==> config.mk <==
export PLATFORM = sky130hd
export DESIGN_NAME = dmrz_mode_register_zero
export DESIGN_NICKNAME = d
export VERILOG_FILES = /design/src/dmrz_pkg.sv /design/src/dmrz_mode_register_zero.sv
export VERILOG_INCLUDE_DIRS = /design/src
export SDC_FILE = /design/constraint.sdc
export NUM_CORES = 1
export LEC_CHECK = 0
export ABC_AREA = 1
export BUFFER_PORTS_ARGS = -buffer_cell sky130_fd_sc_hd__buf_2
export CORE_UTILIZATION = 39
export CTS_CLUSTER_DIAMETER = 120
export DETAILED_ROUTE_END_ITERATION = 8
export HOLD_SLACK_MARGIN = 0.05
export PLACE_DENSITY_LB_ADDON = 0.12
export SYNTH_ARGS = -nofsm -noshare
export SYNTH_HDL_FRONTEND = slang
export SYNTH_SLANG_ARGS = --single-unit
==> constraint.sdc <==
create_clock -name core_clk -period 1.3 [get_ports core_clk]
set_input_delay 0.325 -clock core_clk [delete_from_list [all_inputs] [get_ports core_clk]]
set_output_delay 0.325 -clock core_clk [all_outputs]
set_load 0.01 [all_outputs]
==> src/dmrz_consts.svh <==
// Constants for the mode register zero decode block.
// What this block does
// - The three select bits pick one of seven mode registers and a select of all ones is ignored.
// - The write recovery field decodes codes 0 to 8 to fixed recovery and read-to-precharge cycles.
// - Programmed write recovery plus the precharge period forms the auto-precharge delay.
// - Address bit 13 as top write recovery bit is optional and only the low three bits must work.
// - Burst length decodes as fixed eight, on the fly chop, fixed chop four, or reserved.
// - The CAS latency code is gathered from address bits 12, 6, 5, 4 and 2, bit 12 optional.
`ifndef DMRZ_CONSTS_SVH
`define DMRZ_CONSTS_SVH

// =====================================================================
// Select codes
`define DMRZ_SEL_MR0 3'h0
`define DMRZ_SEL_CTRL_WORD 3'h7

// =====================================================================
// Address field positions
`define DMRZ_POS_BL_LO 0
`define DMRZ_POS_BL_HI 1
`define DMRZ_POS_CL0 2
`define DMRZ_POS_BT 3
`define DMRZ_POS_CL1 4
`define DMRZ_POS_CL2 5
`define DMRZ_POS_CL3 6
`define DMRZ_POS_TM 7
`define DMRZ_POS_DLL 8
`define DMRZ_POS_WR0 9
`define DMRZ_POS_WR1 10
`define DMRZ_POS_WR2 11
`define DMRZ_POS_CL4 12
`define DMRZ_POS_WR3 13
`define DMRZ_POS_RSV 17

// =====================================================================
// Reset values and codes
`define DMRZ_MR0_RESET 18'h00000
`define DMRZ_WR_RESET 5'h0A
`define DMRZ_RTP_RESET 4'h5
`define DMRZ_WR_LAST_CODE 4'h8
`define DMRZ_BL_RESERVED 2'h3

`endif

==> src/dmrz_pkg.sv <==
// Types shared by the mode register zero decode block.
package dmrz_pkg;

  // Burst length modes carried by the two low address bits.
  typedef enum logic [1:0] {
    DMRZ_FIXED_BURST_EIGHT,
    DMRZ_BURST_CHOP_ON_THE_FLY,
    DMRZ_FIXED_BURST_CHOP_FOUR,
    DMRZ_BURST_RESERVED
  } dmrz_burst_t;

endpackage : dmrz_pkg

==> src/dmrz_mode_register_zero.sv <==
// Mode register zero capture and field decode, driven by mode set commands.
`timescale 1ns/10ps
`default_nettype none
`include "dmrz_consts.svh"

module dmrz_mode_register_zero
  import dmrz_pkg::*;
#(
  parameter int SUPPORT_A13 = 0,
  parameter int SUPPORT_A12 = 0,
  parameter int TRP_W = 6
) (
  // Clock and reset.
  input wire logic core_clk,
  input wire logic rst_n,
  // Mode set command from the controller logic.
  input wire logic mrs_cmd,
  input wire logic [1:0] bank_group,
  input wire logic [1:0] bank_addr,
  input wire logic [17:0] addr,
  // Precharge period in cycles.
  input wire logic [TRP_W-1:0] precharge_period,
  // Stored register and other register selection.
  output logic [17:0] mode_register_zero_r,
  output logic other_write_r,
  output logic [2:0] other_sel_r,
  // Decoded fields.
  output logic [4:0] wr_cycles_r,
  output logic [3:0] read_to_precharge_cycles_r,
  output logic wr_reserved_r,
  output logic [4:0] cas_code_r,
  output logic dll_reset_r,
  output logic test_mode_bit_r,
  output logic interleave_r,
  output dmrz_burst_t burst_mode_r,
  output logic burst_reserved_r,
  output logic [TRP_W:0] autoprecharge_write_to_activate_delay_r
);

  // =====================================================================
  // Parameter checks
  initial begin
    // The delay sum must hold a five-bit write recovery value, so TRP_W is at least four.
    if (TRP_W < 4 || TRP_W > 8 || SUPPORT_A13 > 1 || SUPPORT_A12 > 1 ||
        SUPPORT_A13 < 0 || SUPPORT_A12 < 0) begin
      $error("Unsupported parameter value for the mode register zero block.");
    end
  end

  // =====================================================================
  // Decode functions
  // Write recovery cycles for a field code; reserved codes return zero.
  function automatic logic [4:0] wr_of(input logic [3:0] code);
    case (code)
      4'h0: wr_of = 5'h0A;
      4'h1: wr_of = 5'h0C;
      4'h2: wr_of = 5'h0E;
      4'h3: wr_of = 5'h10;
      4'h4: wr_of = 5'h12;
      4'h5: wr_of = 5'h14;
      4'h6: wr_of = 5'h18;
      4'h7: wr_of = 5'h16;
      4'h8: wr_of = 5'h1A;
      default: wr_of = 5'h00;
    endcase
  endfunction : wr_of

  // Read-to-precharge cycles are half of the write recovery cycles.
  function automatic logic [3:0] rtp_of(input logic [3:0] code);
    logic [4:0] wr;
    wr = wr_of(code);
    rtp_of = wr[4:1];
  endfunction : rtp_of

  // =====================================================================
  // Command decode
  logic [2:0] sel;
  logic load_mr0;
  logic [3:0] wr_code_nxt;
  logic [4:0] cas_code_nxt;

  // Select gathers bank group bit 0 over the two bank address bits.
  assign sel = {bank_group[0], bank_addr};
  assign load_mr0 = mrs_cmd && (sel == `DMRZ_SEL_MR0);
  // The optional top bits are forced low when unsupported.
  assign wr_code_nxt = {addr[`DMRZ_POS_WR3] & (SUPPORT_A13 != 0),
                        addr[`DMRZ_POS_WR2], addr[`DMRZ_POS_WR1],
                        addr[`DMRZ_POS_WR0]};
  assign cas_code_nxt = {addr[`DMRZ_POS_CL4] & (SUPPORT_A12 != 0),
                         addr[`DMRZ_POS_CL3], addr[`DMRZ_POS_CL2],
                         addr[`DMRZ_POS_CL1], addr[`DMRZ_POS_CL0]};

  // =====================================================================
  // Register storage
  // Stores the whole address word; reserved bits are kept as given.
  always_ff @(posedge core_clk) begin
    if (!rst_n) begin
      mode_register_zero_r <= `DMRZ_MR0_RESET;
    end else if (load_mr0) begin
      mode_register_zero_r <= addr;
    end
  end

  // Flags a write aimed at one of the other six mode registers.
  always_ff @(posedge core_clk) begin
    if (!rst_n) begin
      other_write_r <= 1'b0;
      other_sel_r <= 3'h0;
    end else begin
      other_write_r <= mrs_cmd && (sel != `DMRZ_SEL_MR0) &&
                       (sel != `DMRZ_SEL_CTRL_WORD);
      if (mrs_cmd && sel != `DMRZ_SEL_CTRL_WORD) begin
        other_sel_r <= sel;
      end
    end
  end

  // =====================================================================
  // Write recovery and read-to-precharge
  always_ff @(posedge core_clk) begin
    if (!rst_n) begin
      wr_cycles_r <= `DMRZ_WR_RESET;
      read_to_precharge_cycles_r <= `DMRZ_RTP_RESET;
      wr_reserved_r <= 1'b0;
    end else if (load_mr0) begin
      wr_cycles_r <= wr_of(wr_code_nxt);
      read_to_precharge_cycles_r <= rtp_of(wr_code_nxt);
      wr_reserved_r <= wr_code_nxt > `DMRZ_WR_LAST_CODE;
    end
  end

  // Auto-precharge write to activate delay follows one cycle behind.
  always_ff @(posedge core_clk) begin
    if (!rst_n) begin
      autoprecharge_write_to_activate_delay_r <= '0;
    end else begin
      autoprecharge_write_to_activate_delay_r <=
        (TRP_W+1)'(wr_cycles_r) + (TRP_W+1)'(precharge_period);
    end
  end

  // =====================================================================
  // CAS latency, DLL reset, test mode and burst fields
  always_ff @(posedge core_clk) begin
    if (!rst_n) begin
      cas_code_r <= 5'h00;
      test_mode_bit_r <= 1'b0;
      interleave_r <= 1'b0;
    end else if (load_mr0) begin
      cas_code_r <= cas_code_nxt;
      test_mode_bit_r <= addr[`DMRZ_POS_TM];
      interleave_r <= addr[`DMRZ_POS_BT];
    end
  end

  // DLL reset is a one-cycle start pulse.
  always_ff @(posedge core_clk) begin
    if (!rst_n) begin
      dll_reset_r <= 1'b0;
    end else begin
      dll_reset_r <= load_mr0 && addr[`DMRZ_POS_DLL];
    end
  end

  // Burst length mode and its reserved flag.
  always_ff @(posedge core_clk) begin
    if (!rst_n) begin
      burst_mode_r <= DMRZ_FIXED_BURST_EIGHT;
      burst_reserved_r <= 1'b0;
    end else if (load_mr0) begin
      burst_mode_r <= dmrz_burst_t'(addr[`DMRZ_POS_BL_HI:`DMRZ_POS_BL_LO]);
      burst_reserved_r <= addr[`DMRZ_POS_BL_HI:`DMRZ_POS_BL_LO] ==
                          `DMRZ_BL_RESERVED;
    end
  end
endmodule : dmrz_mode_register_zero
`default_nettype wire

* Word-level counts from Yosys, hierarchy flattened
Memories as Yosys holds them, arrays and structs flattened. A register that Yosys moved wholly into a read port is not among the register bits.
Cells that the tools add are included.
** Cells by class
- Equality and inequality tests :: 2
- $lt $le $gt $ge :: 1
- Reduce and logical (&&, ||, !) cells :: 9
- $add $sub $neg :: 1
** Operator list (number)
- 5-bit by 6-bit adder with 7-bit output :: 1
- 1-bit logical AND :: 5
- 3-bit by 4-bit greater-than comparator with 1-bit output, second input constant :: 1
- 3-bit zero test :: 1
- 3-bit inequality test, second input constant :: 1
- 3-bit nonzero test :: 1
- 2-bit == test, second input constant :: 1
- 1-bit zero test :: 2
** Storage, ports and cells
- ROM bits :: 128
- Output and inout bits :: 50
- Memories kept :: 2
- Register bits :: 45
** Memory list
- (name not given) :: words 16, width 4, rd ports 1, clocked after memory_dff 1, wr ports 0, line dmrz_mode_register_zero.sv:54 : case (code)
- (name not given) :: words 16, width 4, rd ports 1, clocked after memory_dff 1, wr ports 0, line dmrz_mode_register_zero.sv:54

* Longest topological paths before layout
- Depth after elaboration :: 3
- Mapped depth :: 7
- Mapped depth without buffers :: 7

* Worst setup path before layout
Ideal clock, no wire load.
- Path kind :: register to register
- Start :: reg, netlist name read_to_precharge_cycles_r[0]
- End :: reg autoprecharge_write_to_activate_delay_r[5]
- Buffers on the path :: 0
- Slack :: -0.054 ns
- Arrival time :: 1.241 ns
- Stages on the path, launching flop included :: 7
- Library setup time :: 0.113 ns
- Cell sequence :: dfxtp_1 > ha_1 > fa_1 > nand3_1 > nand3_1 > nor2_1 > nor2_1
** RTL lines
- to (signal assigned) :: line dmrz_mode_register_zero.sv:137 : autoprecharge_write_to_activate_delay_r <=
- to (decl) :: line dmrz_mode_register_zero.sv:37 : output logic [TRP_W:0] autoprecharge_write_to_activate_delay_r

==> summary.md <==
| Metric | Value |
|---|---|
| Antenna cell count | `0` |
| Largest net degree at the start of global routing | `27` |
| Row cnt | `22` |
| Detailed Place HPWL | `2360 µm` |
| Total number of yosys warnings | `0` |
| Avg Cell Area, Syn | `7.71 µm²` |
| Number of global-route vias before repair | `1251` |
| Final hold slack | `224 ps` |
| Hold Crit Class | `input pin to register` |
| Hold_buf cts | `0` |
| Crit path max-delay cell type | `fa_2` |
| Vias per cell | `4.36` |
| Critical path data required time | `1480 ps` |
| PostCTS Resize Cnt | `0` |
| Longest Clk Path Bufs | `2` |
| CTS Buf Count | `5` |
| Leakage | `1.10 nW` |
| Die ar. | `4230 µm²` |
| Final hold viol count | `0` |
| CTS tree | `done` |
| Layout area overhead | `31.0%` |
| H-tree depth | `2` |
| Port Buf Inserts | `76` |
| Crit path launch type | `register` |
| CP arrival | `1410 ps` |
| # IOs | `81` |
| Post-synthesis compound-gate area fraction | `10.5%` |
| Post CTS Setup Buffer Count | `0` |
| DIE WIDTH | `65.0 µm` |
| Synthesized cell area | `1550 µm²` |
| Xor and xnor area share after synthesis | `0%` |
| Post-Route Setup TNS | `0 ps` |
| TritonCTS Sinks | `35` |
| Wire per inst | `9.80 µm` |
| Wirelength, routed | `3160 µm` |
| Global-route wire length before repair | `5190 µm` |
| RSZ-0062 raised after global routing | `false` |
| Top Family by Delay on Critical Path | `adder cells` |
| Worst path bufs/invs | `0` |
| Max frequency | `811 MHz` |
| CP Cell Sequence | `ha_4 > fa_2 > nand3_2 > nand3_2 > nor2_1 > nor2_1` |
| Final cell count without fillers | `322` |
| PD cells | `1100 nW/µm²` |
| Nets | `310` |
| Skew-Pair Late Insertion Delay | `280 ps` |
| Initial Utilization | `41.4%` |
| Adder-cell share of the synthesized area | `5.33%` |
| Initial antenna violation count | `0` |
| Max-slew violations | `0` |
| Post-synthesis mux area share | `0%` |
| First DRT Iteration DRCs | `64` |
| TritonRoute pass-1 iters | `4` |
| Global route total overflow | `0` |
| Yosys reg bits | `35` |
| Worst Clk Skew | `1.56 ps` |
| Critical path class | `register to register` |
| Sequential area share after synthesis | `45.2%` |
| Status | `complete, no violations` |
| DRC | `0` |
| Critical path's largest stage delay | `350 ps` |
| Largest family of logic cells by synthesized area | `simple AND/OR/NAND/NOR gates` |
| Core box area | `3740 µm²` |
| Simple-gate area share of the yosys netlist | `23.3%` |
| Via count | `1404` |
| Share of layout cells above drive strength 1 | `37.2%` |
| Fin crit share | `94.8%` |
| Crit-path max FO | `3` |
| Placed cells | `314` |
| Mapped Cells | `201` |
| Die H | `65.0 µm` |
| Reg clk slew, reported paths | `70 ps` |
| Antenna viol nets, final | `0` |
| Post-synth cell types | `24` |
| Peak supply drop | `0.000651 V` |
| Final GP Congestion | `0.727` |
| Tmin final | `1230 ps` |
| CP Capture Type | `register` |
| Clk root buf | `clkbuf_8` |
| Final setup fails | `0` |
| Max-cap violations | `0` |
| Total GRT Usage | `16.2%` |
[tightest hold or removal path, stage by stage]
cell     delay [ps]
buf_2            70
nand2_1          40
inv_1            40
[state kept, by name, summed over array words and instances (netlist names)]
signal and count:
read_to_precharge_cycles_r 4, dll_reset_r 1, burst_reserved_r 1, other_write_r 1, autoprecharge_write_to_activate_delay_r 7, other_sel_r 3, mode_register_zero_r 18
[report_power, final]
group          internal [mW]  switching, mW  leakage, nW
logic                  0.157          0.194        0.765
clock network          0.366          0.363       0.0477
registers               1.12         0.0209        0.286
[cells in the mapped netlist]
cell type	n	share of area, %
nand2_4	1	0.73
a21oi_1	7	2.3
ha_1	5	4.0
nor3_1	2	0.65
nor2_1	44	11
dfxtp_1	35	45
fa_1	1	1.3
inv_2	1	0.24
o21ai_1	11	3.6
o21ai_0	13	4.2
buf_2	1	0.32
nand3b_1	1	0.48
o31ai_1	1	0.48
nand3_1	8	2.6
nor2_4	1	0.73
nor2_2	1	0.40
clkinv_4	1	0.57
inv_1	17	4.1
conb_1	1	0.24
buf_4	15	7.3
clkbuf_1	2	0.48
nand2_1	29	7.0
buf_8	1	0.97
buf_6	2	1.5
[final cells by class]
type	count	area (µm²)
timing repair buffer	84	465
inverter	19	76.3
clock inverter	3	15.0
multi-input combinational	128	642
sequential	35	702
clock buffer	5	68.8
fill	407	1710
tap	48	60.1
[through the flow]
stage | setup WS [ps] | power, mW | utilization (%) | cell area (µm²)
5_1_grt | 13.6 | 2.36 | 54.2 | 2030
4_1_cts | 28.2 | 2.25 | 53.6 | 2010
2_1_floorplan | 27.4 | 1.38 | - | 1560
6_report | 67.1 | 2.22 | 54.2 | 2030
3_5_place_dp | -99.1 | 1.52 | 51.4 | 1920
3_3_place_gp | -87.5 | 1.51 | 51.4 | 1920
[path summary, 6_finish.rpt]
check / startpoint / endpoint / slack (ps) / depth (start not counted)
max: read_to_precharge_cycles_r[0]$_SDFFE_PN1P_ / autoprecharge_write_to_activate_delay_r[5]$_SDFF_PN0_ / 70 / 6
min: precharge_period[0] / autoprecharge_write_to_activate_delay_r[0]$_SDFF_PN0_ / 220 / 3
max reg2reg: read_to_precharge_cycles_r[0]$_SDFFE_PN1P_ / autoprecharge_write_to_activate_delay_r[5]$_SDFF_PN0_ / 70 / 6
min reg2reg: other_sel_r[2]$_SDFFE_PN0P_ / other_sel_r[2]$_SDFFE_PN0P_ / 450 / 2
[metal layers]
metal,global-route usage (%),vias up,wire [µm]
li1,-,753,-
met4,7.34,0,42
met2,26.2,44,1460
met5,0,-,0
met3,5.11,5,201
met1,19.4,602,1450
[cell families (layout without fill, tap and decap cells)]
group | Yosys count | after routing
AOI/OAI and AO/OA | 32 | 32
buffers and inverters | 40 | 111
adders and majority gates | 6 | 6
DFF | 35 | 35
other | 1 | 3
and+or+nand+nor | 87 | 87
[layout by cell type, fill, tap and decap left out, types with 2 or more instances in the layout]
cell and count:
dfxtp_1 34, buf_12 2, clkinv_2 3, nor3_1 2, a21oi_1 7, buf_4 6, clkbuf_8 5, ha_1 4
nand3_1 6, conb_1 3, inv_1 17, nand3_2 2, buf_2 76, o21ai_1 11, o21ai_0 13, nand2_1 29
nor2_1 44
No activity file was read; power rests on OpenSTA's default activity.
